<file path="config.mk">
export PLATFORM = sky130hd
export DESIGN_NAME = supply_thermal_flags
export DESIGN_NICKNAME = d
export VERILOG_FILES = /design/src/include/flags_pkg.sv /design/src/supply_thermal_flags.sv
export VERILOG_INCLUDE_DIRS = /design/src /design/src/include
export SDC_FILE = /design/constraint.sdc
export NUM_CORES = 1
export LEC_CHECK = 0
export ABC_AREA = 1
export BUFFER_PORTS_ARGS = -buffer_cell sky130_fd_sc_hd__buf_2
export CORE_UTILIZATION = 55
export CTS_CLUSTER_SIZE = 10
export DETAILED_ROUTE_END_ITERATION = 6
export GPL_TIMING_DRIVEN = 0
export PLACE_DENSITY = 0.75
export REMOVE_ABC_BUFFERS = 1
export SYNTH_ARGS = -nofsm -noshare
export SYNTH_HDL_FRONTEND = slang
export SYNTH_SLANG_ARGS = --single-unit
</file>
<file path="constraint.sdc">
create_clock -name CLK_I -period 2.6 [get_ports CLK_I]
set_input_delay 0.13 -clock CLK_I [delete_from_list [all_inputs] [get_ports CLK_I]]
set_output_delay 0.13 -clock CLK_I [all_outputs]
set_load 0.05 [all_outputs]
</file>
<file path="src/include/flags_consts.svh">
// Offsets, field positions, reset values and timing counts of the flag bank.
// Assumes inclusion by bare name from design and testbench files.
`ifndef FLAGS_CONSTS_SVH
`define FLAGS_CONSTS_SVH
`define ADDR_SUPPLY_A       7'h40
`define ADDR_SUPPLY_B       7'h41
`define ADDR_THERMAL        7'h42
`define ADDR_LOWER_LIMIT    7'h3F
`define RST_SUPPLY_A        8'h00
`define RST_SUPPLY_B_POR    8'h80
`define RST_SUPPLY_B_SOFT   8'h00
`define RST_THERMAL         8'h00
`define RST_LOWER_LIMIT     8'h98
`define MASK_SUPPLY_A       8'h5F
`define MASK_SUPPLY_B       8'hFF
`define MASK_THERMAL        8'h07
`define POS_MODE_BIT        7
`define POS_DATA_LSB        8
`define FRAME_BITS          16
`define SHORT_TIME_MS       4
`define CLK_MHZ             125
`define SHORT_CYCLES        (`SHORT_TIME_MS * 1000 * `CLK_MHZ)
`endif

</file>
<file path="src/include/flags_pkg.sv">
// Types shared by the flag bank.
// Assumes flags_consts.svh on the include path.
package flags_pkg;
   typedef enum logic [4:0] {
      MODE_INIT    = 5'h01,
      MODE_NORMAL  = 5'h02,
      MODE_STOP    = 5'h04,
      MODE_SLEEP   = 5'h08,
      MODE_RESTART = 5'h10
   } dev_mode_e;

   typedef enum logic [2:0] {
      ST_IDLE  = 3'h1,
      ST_SHIFT = 3'h2,
      ST_DONE  = 3'h4
   } spi_state_e;

   typedef struct packed {
      logic battery_undervoltage_flag;
      logic ext_regulator_overcurrent_flag;
      logic ext_regulator_undervoltage_flag;
      logic ext_regulator_overtemp_flag;
      logic main_regulator_overvoltage_flag;
      logic main_regulator_prewarn_flag;
      logic highside_supply_undervoltage_flag;
      logic highside_supply_overvoltage_flag;
      logic aux_regulator_overtemp_flag;
      logic aux_regulator_undervoltage_flag;
      logic main_regulator_short_flag;
      logic main_undervoltage_failsafe_flag;
      logic main_regulator_undervoltage_flag;
      logic severe_thermal_shutdown_flag;
      logic first_thermal_shutdown_flag;
      logic thermal_prewarning_flag;
   } events_s;

   typedef struct packed {
      logic [2:0] sck;
      logic [1:0] cs_n;
      logic [1:0] mosi;
      logic [15:0] ev_m;
      logic [15:0] ev_s;
      logic       main_on_m;
      logic       main_on_s;
      logic       main_low_m;
      logic       main_low_s;
   } sync_s;

   typedef struct packed {
      sync_s      sy;
      spi_state_e st;
      logic [4:0] bit_cnt;
      logic [15:0] shin;
      logic [7:0] shout;
      logic       miso;
      logic [7:0] sup_a;
      logic [7:0] sup_b;
      logic [7:0] therm;
      logic [7:0] lower_limit;
      logic       reset_output_seen;
      logic [19:0] short_cnt;
      logic       short_lasting;
   } state_s;
endpackage

</file>
<file path="src/supply_thermal_flags.sv">
// Sticky supply and thermal status flags with a 16-bit SPI slave port.
// Assumes analog event inputs and SPI pins are asynchronous to CLK_I.
//
// Summary of operation
// - Frame is 16 bits: address, mode, data
// - Data byte occupies frame bits 8 to 15
// - Mode bit 0 reads, flags untouched
// - Mode bit 1 clears addressed byte's flags
// - Flags stay set until cleared by SPI or soft reset
// - One data byte per 16-bit command
// - Reserved bits read zero, ignore clears
// - Supply register A flag layout at 0x40
// - Supply register B flag layout at 0x41
// - Register B: 0x80 at power-on, 0x00 soft
// - Register A and thermal reset to zero
// - Short flag after 4 ms low post switch-on
// - Failsafe flag set directly by its event input
// - Sleep with regulator off blocks three flags
// - Undervoltage flag update gated by mode
// - Thermal register layout at 0x42
// - Thermal shutdown flags stay after condition
// - Lower limit register, 8-bit read-write
// - Watchdog counter self-clears, not held here
`include "flags_consts.svh"
`timescale 1ns/1ns
`default_nettype none
module supply_thermal_flags (
   input  wire logic                CLK_I,
   input  wire logic                RST_N_I,
   input  wire logic                SOFT_RESET_I,
   input  wire logic                SPI_SCK_I,
   input  wire logic                SPI_CS_N_I,
   input  wire logic                SPI_MOSI_I,
   input  wire flags_pkg::events_s  EVENTS_I,
   input  wire flags_pkg::dev_mode_e MODE_I,
   input  wire logic                MAIN_ON_I,
   input  wire logic                MAIN_LOW_I,
   input  wire logic                RESET_OUTPUT_RELEASED_I,
   output logic                     SPI_MISO_O,
   output logic                     SPI_MISO_OE_O,
   output logic [7:0]               RECOVERY_LOWER_LIMIT_O,
   output logic [7:0]               BIT_TIME_MEASUREMENT_O,
   input  wire logic [7:0]          BIT_TIME_RAW_I
);
   flags_pkg::state_s s_r;
   flags_pkg::state_s s_nxt;
   logic [7:0] clamp_r;
   logic [7:0] clamp_nxt;

   logic       sck_rise;
   logic       sck_fall;
   logic       cs_act;
   logic [15:0] ev;
   logic [6:0] addr;
   logic       clr_mode;
   logic       gate_main;
   logic       gate_uv;
   logic [7:0] set_a;
   logic [7:0] set_b;
   logic [7:0] set_t;
   logic [7:0] clr_a;
   logic [7:0] clr_b;
   logic [7:0] clr_t;
   logic [7:0] rd_byte;
   logic       frame_end;

   always_comb begin
      s_nxt = s_r;
      // Logic reads the last two sck stages and the second stage of the rest; first stages feed the next alone
      s_nxt.sy.sck  = {s_r.sy.sck[1:0], SPI_SCK_I};
      s_nxt.sy.cs_n = {s_r.sy.cs_n[0], SPI_CS_N_I};
      s_nxt.sy.mosi = {s_r.sy.mosi[0], SPI_MOSI_I};
      s_nxt.sy.ev_m = EVENTS_I;
      s_nxt.sy.ev_s = s_r.sy.ev_m;
      s_nxt.sy.main_on_m  = MAIN_ON_I;
      s_nxt.sy.main_on_s  = s_r.sy.main_on_m;
      s_nxt.sy.main_low_m = MAIN_LOW_I;
      s_nxt.sy.main_low_s = s_r.sy.main_low_m;
      sck_rise = s_r.sy.sck[1] & ~s_r.sy.sck[2];
      sck_fall = ~s_r.sy.sck[1] & s_r.sy.sck[2];
      cs_act   = ~s_r.sy.cs_n[1];
      ev       = s_r.sy.ev_s;
      addr     = s_r.shin[15:9];
      clr_mode = s_r.shin[8];
      frame_end = 1'b0;

      case (s_r.sy.main_on_s & s_r.sy.main_low_s)
         // 4 ms below threshold after switch-on marks a short
         1'b1: begin
            if (s_r.short_cnt != 20'(`SHORT_CYCLES)) begin
               s_nxt.short_cnt = s_r.short_cnt + 20'h00001;
            end
         end
         default: begin
            s_nxt.short_cnt = 20'h00000;
         end
      endcase
      s_nxt.short_lasting = (s_r.short_cnt == 20'(`SHORT_CYCLES));

      if (RESET_OUTPUT_RELEASED_I && MODE_I == flags_pkg::MODE_INIT) begin
         s_nxt.reset_output_seen = 1'b1;
      end
      if (MODE_I == flags_pkg::MODE_RESTART) begin
         s_nxt.reset_output_seen = 1'b0;
      end

      gate_main = ~(MODE_I == flags_pkg::MODE_SLEEP && !s_r.sy.main_on_s);
      case (MODE_I)
         flags_pkg::MODE_RESTART: gate_uv = 1'b0;
         flags_pkg::MODE_INIT:    gate_uv = s_r.reset_output_seen;
         flags_pkg::MODE_NORMAL,
         flags_pkg::MODE_STOP:    gate_uv = 1'b1;
         default:                 gate_uv = 1'b0;
      endcase
      gate_uv = (gate_uv | s_r.short_lasting) & gate_main;

      // Bit order follows the register layout; reserved positions held at 0
      set_a = {1'b0, ev[15], 1'b0, ev[14], ev[13], ev[12],
               ev[11] & gate_main, ev[10]};
      // Short flag from its comparator event or from the own 4 ms count
      set_b = {1'b0, ev[9], ev[8], ev[7], ev[6],
               (s_r.short_lasting | ev[5]) & gate_main, ev[4],
               ev[3] & gate_uv};
      set_t = {5'h00, ev[2], ev[1], ev[0]};

      // SPI shift: MSB first, sample on rising, drive on falling edge
      clr_a = 8'h00;
      clr_b = 8'h00;
      clr_t = 8'h00;
      case (s_r.st)
         flags_pkg::ST_IDLE: begin
            s_nxt.bit_cnt = 5'h00;
            if (cs_act) begin
               s_nxt.st = flags_pkg::ST_SHIFT;
            end
         end
         flags_pkg::ST_SHIFT: begin
            if (!cs_act) begin
               s_nxt.st = flags_pkg::ST_IDLE; // Short frame dropped
            end else if (sck_rise) begin
               s_nxt.shin = {s_r.shin[14:0], s_r.sy.mosi[1]};
               s_nxt.bit_cnt = s_r.bit_cnt + 5'h01;
               if (s_r.bit_cnt == 5'h07) begin
                  s_nxt.shout = rd_byte;
               end
            end else if (sck_fall && s_r.bit_cnt >= 5'h08) begin
               s_nxt.miso  = s_r.shout[7];
               s_nxt.shout = {s_r.shout[6:0], 1'b0};
            end
            if (s_r.bit_cnt == 5'(`FRAME_BITS) && !cs_act) begin
               frame_end = 1'b1;
            end
         end
         default: s_nxt.st = flags_pkg::ST_IDLE;
      endcase
      if (frame_end) begin
         s_nxt.st = flags_pkg::ST_IDLE;
      end

      if (frame_end && clr_mode) begin
         case (addr)
            `ADDR_SUPPLY_A: clr_a = `MASK_SUPPLY_A;
            `ADDR_SUPPLY_B: clr_b = `MASK_SUPPLY_B;
            `ADDR_THERMAL:  clr_t = `MASK_THERMAL;
            default: ;
         endcase
      end
      if (frame_end && addr == `ADDR_LOWER_LIMIT && clr_mode) begin
         s_nxt.lower_limit = s_r.shin[7:0];
      end

      // Set wins over clear; flags only fall by SPI clear or SOFT_RESET_I
      s_nxt.sup_a = ((s_r.sup_a & ~clr_a) | set_a) & `MASK_SUPPLY_A;
      s_nxt.sup_b = (s_r.sup_b & ~clr_b) | set_b;
      s_nxt.therm = ((s_r.therm & ~clr_t) | set_t) & `MASK_THERMAL;

      if (SOFT_RESET_I) begin
         s_nxt.sup_a = `RST_SUPPLY_A;
         s_nxt.sup_b = `RST_SUPPLY_B_SOFT;
         s_nxt.therm = `RST_THERMAL;
         s_nxt.lower_limit = `RST_LOWER_LIMIT;
      end

      // Clamp low measurements to the lower limit
      clamp_nxt = (BIT_TIME_RAW_I < s_r.lower_limit) ? s_r.lower_limit
                                                      : BIT_TIME_RAW_I;
   end

   always_comb begin
      case (s_r.shin[6:0])
         `ADDR_SUPPLY_A:    rd_byte = s_r.sup_a;
         `ADDR_SUPPLY_B:    rd_byte = s_r.sup_b;
         `ADDR_THERMAL:     rd_byte = s_r.therm;
         `ADDR_LOWER_LIMIT: rd_byte = s_r.lower_limit;
         default:           rd_byte = 8'h00;
      endcase
   end

   always_ff @(posedge CLK_I) begin
      if (!RST_N_I) begin
         s_r <= '0;
         s_r.st <= flags_pkg::ST_IDLE;
         s_r.sy.sck <= 3'h0;
         s_r.sy.cs_n <= 2'h3;
         s_r.sup_a <= `RST_SUPPLY_A;
         s_r.sup_b <= `RST_SUPPLY_B_POR;
         s_r.therm <= `RST_THERMAL;
         s_r.lower_limit <= `RST_LOWER_LIMIT;
         clamp_r <= 8'h00;
      end else begin
         s_r <= s_nxt;
         clamp_r <= clamp_nxt;
      end
   end

   logic miso_oe_r;
   always_ff @(posedge CLK_I) begin
      if (!RST_N_I) begin
         miso_oe_r <= 1'b0;
      end else begin
         miso_oe_r <= ~s_r.sy.cs_n[1];
      end
   end

   assign SPI_MISO_O = s_r.miso;
   assign SPI_MISO_OE_O = miso_oe_r;
   assign RECOVERY_LOWER_LIMIT_O = s_r.lower_limit;
   assign BIT_TIME_MEASUREMENT_O = clamp_r;

   property p_reserved_zero;
      @(posedge CLK_I) disable iff (!RST_N_I)
      s_r.sup_a[7] == 1'b0 && s_r.sup_a[5] == 1'b0 && s_r.therm[7:3] == 5'h00;
   endproperty
   a_reserved_zero: assert property (p_reserved_zero) else $error("reserved bit set");

   property p_sticky_a;
      @(posedge CLK_I) disable iff (!RST_N_I)
      (s_r.sup_a != 8'h00 && !frame_end && !SOFT_RESET_I)
         |=> (s_r.sup_a & $past(s_r.sup_a)) == $past(s_r.sup_a);
   endproperty
   a_sticky_a: assert property (p_sticky_a) else $error("flag fell without clear");

   property p_sticky_therm;
      @(posedge CLK_I) disable iff (!RST_N_I)
      (s_r.therm[2:1] != 2'h0 && !frame_end && !SOFT_RESET_I)
         |=> (s_r.therm[2:1] & $past(s_r.therm[2:1])) == $past(s_r.therm[2:1]);
   endproperty
   a_sticky_therm: assert property (p_sticky_therm) else $error("shutdown flag lost");

   property p_set_wins;
      @(posedge CLK_I) disable iff (!RST_N_I)
      (ev[0] && !SOFT_RESET_I) |=> s_r.therm[0];
   endproperty
   a_set_wins: assert property (p_set_wins) else $error("event lost");

   property p_persist;
      @(posedge CLK_I) disable iff (!RST_N_I)
      (frame_end && clr_mode && addr == `ADDR_THERMAL && ev[1] && !SOFT_RESET_I) |=> s_r.therm[1];
   endproperty
   a_persist: assert property (p_persist) else $error("persisting event lost");

   property p_clear;
      @(posedge CLK_I) disable iff (!RST_N_I)
      (frame_end && clr_mode && addr == `ADDR_SUPPLY_A && set_a == 8'h00) |=> s_r.sup_a == 8'h00;
   endproperty
   a_clear: assert property (p_clear) else $error("clear failed");

   property p_read_keeps;
      @(posedge CLK_I) disable iff (!RST_N_I)
      (frame_end && !clr_mode && !SOFT_RESET_I) |=> s_r.sup_b == ($past(s_r.sup_b) | $past(set_b));
   endproperty
   a_read_keeps: assert property (p_read_keeps) else $error("read altered flags");

   property p_soft;
      @(posedge CLK_I) disable iff (!RST_N_I)
      SOFT_RESET_I |=> s_r.sup_b == 8'h00 && s_r.sup_a == 8'h00;
   endproperty
   a_soft: assert property (p_soft) else $error("soft reset value wrong");

   property p_restart_uv;
      @(posedge CLK_I) disable iff (!RST_N_I)
      (MODE_I == flags_pkg::MODE_RESTART && !s_r.short_lasting) |-> set_b[0] == 1'b0;
   endproperty
   a_restart_uv: assert property (p_restart_uv) else $error("uv set in restart");

   property p_short_count;
      @(posedge CLK_I) disable iff (!RST_N_I)
      (s_r.sy.main_on_s && s_r.sy.main_low_s && s_r.short_cnt != 20'(`SHORT_CYCLES))
         |=> s_r.short_cnt == $past(s_r.short_cnt) + 20'h00001;
   endproperty
   a_short_count: assert property (p_short_count) else $error("short timer stalled");

   property p_short_idle;
      @(posedge CLK_I) disable iff (!RST_N_I)
      !(s_r.sy.main_on_s && s_r.sy.main_low_s) |=> s_r.short_cnt == 20'h00000;
   endproperty
   a_short_idle: assert property (p_short_idle) else $error("short timer held");

   property p_short_sets;
      @(posedge CLK_I) disable iff (!RST_N_I)
      (s_r.short_lasting && gate_main && !SOFT_RESET_I) |=> s_r.sup_b[2];
   endproperty
   a_short_sets: assert property (p_short_sets) else $error("short flag missed");

   property p_sleep_block;
      @(posedge CLK_I) disable iff (!RST_N_I)
      (MODE_I == flags_pkg::MODE_SLEEP && !s_r.sy.main_on_s)
         |-> set_b[2] == 1'b0 && set_b[0] == 1'b0 && set_a[1] == 1'b0;
   endproperty
   a_sleep_block: assert property (p_sleep_block) else $error("sleep flag set");

   property p_init_uv;
      @(posedge CLK_I) disable iff (!RST_N_I)
      (MODE_I == flags_pkg::MODE_INIT && !s_r.reset_output_seen && !s_r.short_lasting)
         |-> set_b[0] == 1'b0;
   endproperty
   a_init_uv: assert property (p_init_uv) else $error("uv set in init");

   property p_por_flag;
      @(posedge CLK_I) disable iff (!RST_N_I)
      !s_r.sup_b[7] |=> !s_r.sup_b[7];
   endproperty
   a_por_flag: assert property (p_por_flag) else $error("power-on flag set");

   property p_refused_frame;
      @(posedge CLK_I) disable iff (!RST_N_I)
      (s_r.st == flags_pkg::ST_SHIFT && !cs_act && s_r.bit_cnt != 5'h10 && !SOFT_RESET_I)
         |=> (s_r.therm & $past(s_r.therm)) == $past(s_r.therm);
   endproperty
   a_refused_frame: assert property (p_refused_frame) else $error("short frame acted");

   property p_limit_write;
      @(posedge CLK_I) disable iff (!RST_N_I)
      (frame_end && clr_mode && addr == `ADDR_LOWER_LIMIT && !SOFT_RESET_I)
         |=> RECOVERY_LOWER_LIMIT_O == $past(s_r.shin[7:0]);
   endproperty
   a_limit_write: assert property (p_limit_write) else $error("limit not written");

   property p_clamp;
      @(posedge CLK_I) disable iff (!RST_N_I)
      1'b1 |=> BIT_TIME_MEASUREMENT_O >= $past(s_r.lower_limit);
   endproperty
   a_clamp: assert property (p_clamp) else $error("measurement below limit");

   property p_miso_hold;
      @(posedge CLK_I) disable iff (!RST_N_I)
      !sck_fall |=> $stable(SPI_MISO_O);
   endproperty
   a_miso_hold: assert property (p_miso_hold) else $error("data moved off fall");

   property p_oe_follows;
      @(posedge CLK_I) disable iff (!RST_N_I)
      cs_act |=> SPI_MISO_OE_O;
   endproperty
   a_oe_follows: assert property (p_oe_follows) else $error("enable missing");
endmodule
`default_nettype wire

</file>
==> flow_summary_export.csv, run 1 <==
group,metric,value,unit
final_layout,synthToLayoutAreaGrowth,22.2,%
sta,post-route-period-util,0.776,
sta,hold_viol,0,
hold_path,hold_depth,4,
clock_network,clk_latency,0.52,ns
yosys,synth.distinct_cells,37,
sta,max_freq,0.496,GHz
route,dr.pass1.iters,5,
sta,skew,0.00713,ns
worst_setup_path,path_cells,"inv_1, nand3_1, nor2_2, buf_6, nand2_1, nand2_4, inv_2, nand2_1, nand2_1, nor2_1, nor2_1",
worst_setup_path,timing.rr.start,"s_r[126]$_SDFF_PN1_",
die,io_pins,56,
clock_network,cts_buffers,17,
power_and_ir_drop,ir_worst_vdd,407,uV
final_layout,layout_common_cells,"nand2_1, dfxtp_1, nor2_1",
sta,maxSlewHeadroom,0.159,
worst_setup_path,start_kind,"flip-flop",
yosys,ys_ff_latch,131,
placement,gp_congestion,0.834,
hold_path,min_path_type,"primary input to flip-flop",
sta,post-route-min-period,2.02,ns
final_layout,multi_input_area,2320,um2
yosys,avgSynthCellArea,7.37,um2
yosys,synth-main-ff-cell,"dfxtp_1",
run_status,outcome,"complete, no violations",
sta,rsz0062_at_grt,"false",
worst_setup_path,critical_path_class,"flip-flop to flip-flop",
global_routing,grt_pass1_vias,4592,
sta,setup_violations,0,
final_layout,drive_above_1_share,0.156,
yosys,synth_seq_area_share,0.476,
final_layout,ff_latch_area,2620,um2
clock_network,ctsHtreeMaxLevel,4,
placement,place_area,5820,um2
route,dr_total_vias,4891,
yosys,synthCells,748,
global_routing,grt_pass1_wl,20000,um
clock_network,cts_tree,"yes",
hold_path,min_to,"s_r[47]$_SDFF_PP0_",
global_routing,grt_usage,0.247,
power_and_ir_drop,power_density,686,nW/um2
clock_network,path_clk_slew,0.06,ns
worst_setup_path,r2r_end,"s_r[58]$_SDFFE_PN0P_",
placement,io_buffers,55,
die,rows,36,
worst_setup_path,slowest_stage,"nor2_2",
route,routedWlPerCell,12.4,um
worst_setup_path,crit_path_frequent_cell,"nand2_1",
worst_setup_path,timing.reg2reg.setup_slack,0.58,ns
global_routing,grt_antenna_before_repair,0,
die,die-area,10400,um2
route,drtIter0Drc,220,
final_layout,antenna_cells,0,
clock_network,cts_setup_buffers,0,
clock_network,cts-hold-fix-buffers,33,
yosys,synth_edf_count,0,
worst_setup_path,worstPathMaxFanout,16,
route,drc_errors,0,
yosys,ys_warn_count,0,
clock_network,cts_root_buf,"clkbuf_8",
final_layout,fillers,820,
die,die_h,102,um
clock_network,clock_sinks,131,
sta,worstMarginPinSlew,1.26,ns
hold_path,holdCritStartpoint,"MODE_I[3]",
final_layout,utilization,0.692,
worst_setup_path,required,3.00,ns
worst_setup_path,arrival,2.42,ns
die,core_area,9730,um2
global_routing,grt_overflow,0,
die,initial_core_util,0.567,
job,maxCapViolations,0,
placement,hpwl,7650,um
route,drt-vias-per-instance,5.02,
worst_setup_path,max_stage_delay,0.51,ns
route,antenna_left,0,
final_layout,layout_commonest_cell,"nand2_1",
route,finalWirelength,12100,um
clock_network,cts_resized,0,
yosys,mappedNetlistArea,5510,um2
sta,drv_slew,0,
yosys,synthArstFlopShare,0,
final_layout,final_cell_area,6740,um2
worst_setup_path,r2r_cells,11,
global_routing,grt_start_max_net_pins,72,
worst_setup_path,crit_path_end_kind,"flip-flop",
final_layout,nNetsFinal,878,
clock_network,clockBufferDepth,2,
die,die_w,102,um
power_and_ir_drop,p_leak,3.07,nW
worst max-delay path, delay by kind of cell, from the launching register on:
family	cells	cell delay (ns)
buffers and inverters	3	0.39
AND/OR/NAND/NOR	8	1.17
flip-flops	1	0.33
registers in the layout, indices dropped and copies added (netlist names):
signal / count
s_nxt: 22
RECOVERY_LOWER_LIMIT_O: 8
SPI_MISO_O: 1
ev: 16
addr: 7
BIT_TIME_MEASUREMENT_O: 8
clr_mode: 1
SPI_MISO_OE_O: 1
s_r: 67
how the worst max path moves through the flow:
stage / from / to / slack, ns
after floorplan: s_r[126]$_SDFF_PN1_ / s_r[56]$_SDFFE_PN0P_ / 0.49
after global placement: s_r[126]$_SDFF_PN1_ / s_r[56]$_SDFFE_PN0P_ / -0.06
after detailed placement: RST_N_I / s_r[4]$_SDFFE_PN0N_ / 0.23
after CTS: s_r[126]$_SDFF_PN1_ / s_r[58]$_SDFFE_PN0P_ / 0.59
after global routing: s_r[126]$_SDFF_PN1_ / s_r[58]$_SDFFE_PN0P_ / 0.41
final: s_r[126]$_SDFF_PN1_ / s_r[58]$_SDFFE_PN0P_ / 0.58
metrics by stage:
step	std cells	power, mW	worst slack [ns]	TNS [ns]	hold slack (ns)
2_1_floorplan	721	2.22	0.494	0	0.199
3_3_place_gp	909	2.28	-0.0618	-0.270	0.309
3_5_place_dp	910	2.29	0.230	0	0.314
4_1_cts	975	4.65	0.594	0	0.0595
5_1_grt	975	4.79	0.407	0	0.133
6_report	975	4.62	0.583	0	0.0897
where the power goes:
| group | switching [mW] | total (mW) | internal (mW) |
|---|---|---|---|
| clock network | 0.942 | 2.33 | 1.39 |
| registers | 0.0145 | 2.07 | 2.05 |
| logic | 0.128 | 0.221 | 0.0925 |
| total | 1.09 | 4.62 | 3.54 |
layer usage:
metal,vias to the layer above,track usage,wire (um)
met5,-,0,0
met2,130,0.428,6070
met4,0,0.112,227
li1,2536,-,-
met3,25,0.0616,519
met1,2200,0.288,5290
cells by family after synthesis:
logic type,share of synthesized area
AO/OA/AOI/OAI,0.112
adder cells (fa/ha/maj),0.0250
buffers and inverters,0.103
flip-flops,0.476
AND/OR/NAND/NOR,0.285
final cells by class:
type / count / area share
flip-flops and latches: 131 / 0.389
multi-input cells: 479 / 0.345
repair buffers: 89 / 0.0916
inverters: 111 / 0.0622
clock buffers: 17 / 0.0615
clock inverters: 15 / 0.0256
well taps: 133 / 0.0247
synth_stat cells (2+ instances only):
master,count,share of area
a211oi_1,3,0.0041
a21oi_1,68,0.062
a21oi_2,2,0.0032
buf_1,5,0.0034
buf_2,6,0.0054
buf_4,9,0.012
clkbuf_1,6,0.0041
dfxtp_1,131,0.48
ha_1,11,0.025
inv_1,92,0.063
inv_2,17,0.012
nand2_1,147,0.10
nand2_2,7,0.0079
nand3_1,56,0.051
nand3b_1,2,0.0027
nand4_1,12,0.014
nor2_1,101,0.069
nor2_2,3,0.0034
nor2_4,3,0.0061
nor3_1,10,0.0091
nor3b_1,2,0.0027
o21a_1,2,0.0027
o21ai_0,21,0.019
o21ai_1,18,0.016
or2_2,2,0.0023
(Power assumes the default switching activity.)
==> inputs of run 2 (changes only) <==
==> constraint.sdc (replaced) <==
create_clock -name CLK_I -period 2.05 [get_ports CLK_I]
set_input_delay 0.1025 -clock CLK_I [delete_from_list [all_inputs] [get_ports CLK_I]]
set_output_delay 0.1025 -clock CLK_I [all_outputs]
set_load 0.05 [all_outputs]
==> run 2 against run 1 <==
Largest power group unchanged. Count of clock-buffer cells in the layout is the same. Die area stayed put. Combinational power is 27% higher. Largest cell class unchanged. First-iteration DRC count is 16% higher.
==> flow_summary_export.csv, run 2 (synthesis results as in run 1) <==
group,metric,value,unit
final_layout,drive_above_1_share,0.156,
final_layout,synthToLayoutAreaGrowth,22.4,%
sta,hold_viol,0,
die,io_pins,56,
hold_path,min_path_type,"primary input to flip-flop",
global_routing,grt_pass1_wl,20000,um
worst_setup_path,crit_path_end_kind,"flip-flop",
sta,hold_ws,0.0577,ns
placement,place_area,5820,um2
final_layout,fillers,816,
global_routing,grt_pass1_vias,4592,
route,drt-vias-per-instance,5.05,
final_layout,layout_commonest_cell,"nand2_1",
final_layout,layout.cells.non_filler,975,
global_routing,grt_overflow,0,
hold_path,hold_depth,4,
power_and_ir_drop,p_leak,3.07,nW
route,routedWlPerCell,12.4,um
global_routing,grt_start_max_net_pins,72,
hold_path,holdCritStartpoint,"MODE_I[3]",
sta,post-route-min-period,1.85,ns
final_layout,largest_reg_flops,67,
route,finalWirelength,12100,um
die,die_w,102,um
route,dr.pass1.iters,5,
clock_network,cts_root_buf,"clkbuf_8",
job,maxCapViolations,0,
run_status,outcome,"complete, no violations",
sta,worstMarginPinSlew,0.777,ns
worst_setup_path,timing.rr.start,"s_r[126]$_SDFF_PN1_",
sta,max_freq,0.542,GHz
die,initial_core_util,0.567,
clock_network,ctsHtreeMaxLevel,4,
final_layout,layout_common_cells,"nand2_1, dfxtp_1, nor2_1",
worst_setup_path,critical_path_class,"flip-flop to flip-flop",
route,antenna_left,0,
clock_network,cts_setup_buffers,0,
final_layout,final_cell_area,6750,um2
power_and_ir_drop,finalPower,5.87,mW
route,drtIter0Drc,255,
worst_setup_path,timing.reg2reg.setup_slack,0.20,ns
power_and_ir_drop,ir_worst_vdd,516,uV
global_routing,grt_usage,0.247,
die,core_area,9730,um2
worst_setup_path,required,2.46,ns
sta,skew,0.00591,ns
sta,drv_slew,0,
route,drc_errors,0,
hold_path,min_to,"s_r[47]$_SDFF_PP0_",
final_layout,nNetsFinal,878,
clock_network,path_clk_slew,0.06,ns
worst_setup_path,arrival,2.25,ns
clock_network,clk_latency,0.52,ns
clock_network,clockBufferDepth,2,
die,die-area,10400,um2
worst_setup_path,slowest_stage,"nor2_4",
sta,post-route-period-util,0.900,
worst_setup_path,path_cells,"inv_1, nand3_1, nor2_4, buf_6, nand2_1, nand2_4, inv_2, nand2_1, nand2_1, nor2_1, nor2_1",
power_and_ir_drop,power_density,870,nW/um2
worst_setup_path,crit_path_frequent_cell,"nand2_1",
route,dr_total_vias,4923,
sta,setup_violations,0,
placement,gp_congestion,0.834,
worst_setup_path,start_kind,"flip-flop",
placement,io_buffers,55,
placement,dp_cells,910,
final_layout,antenna_cells,0,
global_routing,grt_antenna_before_repair,0,
worst_setup_path,max_stage_delay,0.35,ns
placement,hpwl,7650,um
clock_network,clock_sinks,131,
clock_network,cts_buffers,17,
worst_setup_path,r2r_end,"s_r[58]$_SDFFE_PN0P_",
worst_setup_path,r2r_cells,11,
die,die_h,102,um
clock_network,cts_tree,"yes",
final_layout,largest-register,"s_r",
die,rows,36,
final_layout,utilization,0.694,
worst_setup_path,worstPathMaxFanout,16,
sta,rsz0062_at_grt,"false",
sta,maxSlewHeadroom,0.482,
==> run 2: cell count changes in the layout (fill, tap and decap cells not counted) <==
cell,change
clkbuf_4,+1
nor2_2,-2
nor2_4,+2
buf_2,-1
==> run 2: stage by stage <==
stage                     TNS (ns)  worst slack [ns]
after global routing             0            0.0458
final                            0             0.205
after floorplan             -0.278           -0.0565
after detailed placement     -4.36            -0.292
after CTS                        0            0.0440
after global placement       -8.06            -0.612
==> run 2: routing by layer <==
layer,routed length [um],up-vias,share of wire,GRT usage
met2,6170,138,0.51,0.428
met3,561,21,0.046,0.0616
met5,0,-,0,0
li1,-,2539,-,-
met4,179,0,0.015,0.112
met1,5220,2225,0.43,0.288
==> run 2: power by group <==
| group | internal, mW | leakage (nW) | switching (mW) | total (mW) |
|---|---|---|---|---|
| clock network | 1.76 | 0.277 | 1.20 | 2.96 |
| registers | 2.61 | 1.07 | 0.0184 | 2.62 |
| logic | 0.117 | 1.73 | 0.163 | 0.280 |
==> run 2: layout make-up <==
class | instances | area (um2) | share of cell area
Tap cell | 133 | 166 | 0.0247
Timing Repair Buffer | 89 | 619 | 0.0918
Clock inverter | 15 | 173 | 0.0256
Sequential cell | 131 | 2620 | 0.389
Clock buffer | 17 | 414 | 0.0614
Inverter | 111 | 419 | 0.0621
Multi-Input combinational cell | 479 | 2330 | 0.346
==> run 2: how the worst max path moves through the flow <==
stage                         from                    to  slack [ns]  cells past startpoint
2_1_floorplan  s_r[126]$_SDFF_PN1_  s_r[56]$_SDFFE_PN0P_       -0.06                     10
3_3_place_gp   s_r[126]$_SDFF_PN1_  s_r[56]$_SDFFE_PN0P_       -0.61                     10
3_5_place_dp               RST_N_I   s_r[4]$_SDFFE_PN0N_       -0.29                      5
4_1_cts        s_r[126]$_SDFF_PN1_  s_r[58]$_SDFFE_PN0P_        0.04                     11
5_1_grt        s_r[126]$_SDFF_PN1_  s_r[58]$_SDFFE_PN0P_        0.05                     11
6_report       s_r[126]$_SDFF_PN1_  s_r[58]$_SDFFE_PN0P_        0.20                     11
==> run 2: repair_timing <==
item,CTS,global route
setup endpoints to repair,0,16
hold buffers,33,0
gates resized for setup,0,3
hold endpoints to repair,36,0
==> run 2: critical path: cells and delay by family, from the launching register on <==
family,cells,cell delay (ns)
DFF,1,0.33
and+or+nand+nor,8,1.04
buffers and inverters,3,0.36
==> inputs of run 3 (changes only) <==
--- a/config.mk
+++ b/config.mk
@@ -6,13 +6,13 @@
 export SDC_FILE = /design/constraint.sdc
 export NUM_CORES = 1
 export LEC_CHECK = 0
-export ABC_AREA = 1
 export BUFFER_PORTS_ARGS = -buffer_cell sky130_fd_sc_hd__buf_2
-export CORE_UTILIZATION = 55
+export CORE_MARGIN = 1.5
+export CORE_UTILIZATION = 58
 export CTS_CLUSTER_SIZE = 10
 export DETAILED_ROUTE_END_ITERATION = 6
 export GPL_TIMING_DRIVEN = 0
-export PLACE_DENSITY = 0.75
+export PLACE_DENSITY = 0.79
 export REMOVE_ABC_BUFFERS = 1
 export SYNTH_ARGS = -nofsm -noshare
 export SYNTH_HDL_FRONTEND = slang
==> run 3 against run 2 <==
Final area is 4.5% lower. Register-to-register slack worse by 0.19 ns. Via count is 17% lower. Final cell count is 24% lower. Combinational power hardly changed. Synthesized area is 6.8% lower. Flip-flop and latch count stayed put. Synthesized cell count is 28% lower. Non-clock buffer count is 2 higher. Die area is 9.6% lower. Critical path type unchanged. Critical endpoint is now s_r[2]$_SDFFE_PN0N_. Largest power group unchanged.
==> flow_summary_export.csv, run 3 <==
group,metric,value,unit
final_layout,nNetsFinal,668,
die,die_h,97.1,um
route,route.met3.wl,426,um
yosys,yosys-top-cells-area,"dfxtp_1, and2_1, nand2_1",
route,drtIter0Drc,206,
job,maxCapViolations,0,
global_routing,grt_usage,0.241,
yosys,mappedNetlistArea,5140,um2
die,rows,34,
route,drc_errors,0,
power_and_ir_drop,power_density,898,nW/um2
yosys,synth_common_cells,"dfxtp_1, nand2_1, nor2_1",
global_routing,grt_pass1_wl,18300,um
route,dr_total_vias,4071,
sta,maxSlewHeadroom,0.329,
yosys,synth_edf_count,0,
route,antenna_left,0,
route,wl_met2,5600,um
global_routing,grt_overflow,0,
clock_network,cts_root_buf,"clkbuf_8",
yosys,synth.distinct_cells,48,
global_routing,grt_start_max_net_pins,97,
worst_setup_path,r2r_cells,5,
worst_setup_path,start_kind,"flip-flop",
final_layout,largest_reg_flops,67,
die,initial_core_util,0.595,
placement,dp_worst_setup_slack,-0.542,ns
sta,hold_viol,0,
sta,drv_slew,0,
global_routing,grt_antenna_before_repair,0,
die,core_area,8640,um2
clock_network,cts_tree,"yes",
route,drt-vias-per-instance,5.50,
worst_setup_path,required,2.42,ns
worst_setup_path,worstPathMaxFanout,4,
placement,hpwl,6470,um
sta,tns,0,ns
die,io_pins,56,
sta,hold_ws,0.0247,ns
worst_setup_path,timing.reg2reg.setup_slack,0.01,ns
final_layout,drive_above_1_share,0.184,
yosys,yosysMostFrequentCell,"dfxtp_1",
route,routedWlPerCell,14.7,um
yosys,ys_warn_count,0,
final_layout,antenna_cells,0,
yosys,synth_seq_area_share,0.510,
worst_setup_path,crit_path_end_kind,"flip-flop",
worst_setup_path,crit_path_start,"s_r[11]$_SDFFE_PN0N_",
placement,io_buffers,55,
final_layout,largest-register,"s_r",
die,die-area,9430,um2
sta,skew,0.00834,ns
die,die_w,97.1,um
final_layout,synthToLayoutAreaGrowth,25.4,%
sta,setup_violations,0,
clock_network,cts_buffers,17,
worst_setup_path,arrival,2.41,ns
route,dr.pass1.iters,4,
sta,max_freq,0.490,GHz
global_routing,grt_pass1_vias,4043,
sta,post-route-min-period,2.04,ns
worst_setup_path,timing.rr.start,"s_r[11]$_SDFFE_PN0N_",
sta,post-route-period-util,0.995,
route,wl_met1,4690,um
placement,gp_congestion,0.820,
power_and_ir_drop,p_leak,2.46,nW
clock_network,clockBufferDepth,2,
final_layout,utilization,0.746,
sta,worstMarginPinSlew,1.00,ns
yosys,synth-main-ff-cell,"dfxtp_1",
clock_network,ctsHtreeMaxLevel,4,
yosys,avgSynthCellArea,9.55,um2
clock_network,path_clk_slew,0.06,ns
sta,rsz0062_at_grt,"true",
final_layout,layout_common_cells,"dfxtp_1, nand2_1, buf_2",
worst_setup_path,crit_end,"s_r[2]$_SDFFE_PN0N_",
sta,postLayoutSetupSlackWorst,0.0101,ns
route,highest_layer,"met4",
final_layout,layout.cells.non_filler,740,
run_status,outcome,"complete, no violations",
final_layout,layout_commonest_cell,"dfxtp_1",
hold_path,holdCritStartpoint,"MODE_I[3]",
placement,dp_cells,672,
yosys,ys_ff_latch,131,
yosys,yosysTopAreaCell,"dfxtp_1",
hold_path,min_path_type,"primary input to flip-flop",
yosys,synth.top_cell.area_share,0.510,
worst_setup_path,r2r_end,"s_r[2]$_SDFFE_PN0N_",
clock_network,clk_latency,0.52,ns
route,finalWirelength,10900,um
yosys,synthCells,538,
yosys,synthArstFlopShare,0,
worst_setup_path,critical_path_class,"flip-flop to flip-flop",
power_and_ir_drop,ir_worst_vdd,748,uV
clock_network,clock_sinks,131,
-- run 3: what timing repair did --
action | in CTS | in global routing
pin swaps | 1 | 2
setup endpoints to repair | 40 | 31
gates cloned | 0 | 1
setup buffers | 2 | 1
hold endpoints to repair | 31 | 0
hold buffers | 32 | 0
resized for setup | 9 | 12
-- run 3: critical path, stage by stage (launching register included) --
cell	delay, ns
dfxtp_2	0.33
or4b_4	0.54
or4b_4	0.55
nor3_4	0.19
mux2i_1	0.22
nor2_1	0.05
-- run 3: logic make-up (layout without fill, tap and decap cells) --
group | after synthesis | count (layout) | synth area share
and+or+nand+nor | 234 | 235 | 0.244
adders and majority gates | 11 | 11 | 0.0268
AOI/OAI and AO/OA | 83 | 83 | 0.116
muxes | 18 | 18 | 0.0351
buffers and inverters | 44 | 137 | 0.0387
xor gates and xnor gates | 17 | 17 | 0.0290
DFF | 131 | 131 | 0.510
-- run 3: metal layers --
metal,global-route usage,vias up
met3,0.0691,19
met2,0.410,95
met1,0.283,1943
met4,0.105,0
li1,-,2014
met5,0,-
-- run 3: worst min path at each step --
| stage | depth (start not counted) | endpoint |
|---|---|---|
| final | 4 | s_r[40]$_SDFF_PP0_ |
| after global routing | 4 | s_r[40]$_SDFF_PP0_ |
| after CTS | 4 | s_r[40]$_SDFF_PP0_ |
| after detailed placement | 2 | s_nxt[126]$_SDFF_PN1_ |
| after global placement | 2 | s_nxt[126]$_SDFF_PN1_ |
| after floorplan | 1 | s_r[45]$_SDFF_PN1_ |
-- run 3: final cells by class --
type	instances	area [um2]
Inverter	14	52.6
Multi-Input combinational cell	364	2410
Fill cell	573	2190
Clock inverter	12	133
Sequential cell	131	2630
Timing Repair Buffer	91	641
Clock buffer	20	445
Tap cell	108	135
-- run 3: metrics by stage --
step	total power, mW	cell area [um2]
CTS	5.82	6390
floorplan	2.80	4990
detailed placement	2.89	5420
global route	5.99	6450
global placement	2.88	5400
finish	5.79	6450
-- run 3: where the power goes --
| group | internal (mW) | total (mW) | switching, mW |
|---|---|---|---|
| sequential | 2.61 | 2.62 | 0.0188 |
| clock | 1.79 | 2.89 | 1.10 |
| combinational | 0.140 | 0.277 | 0.137 |
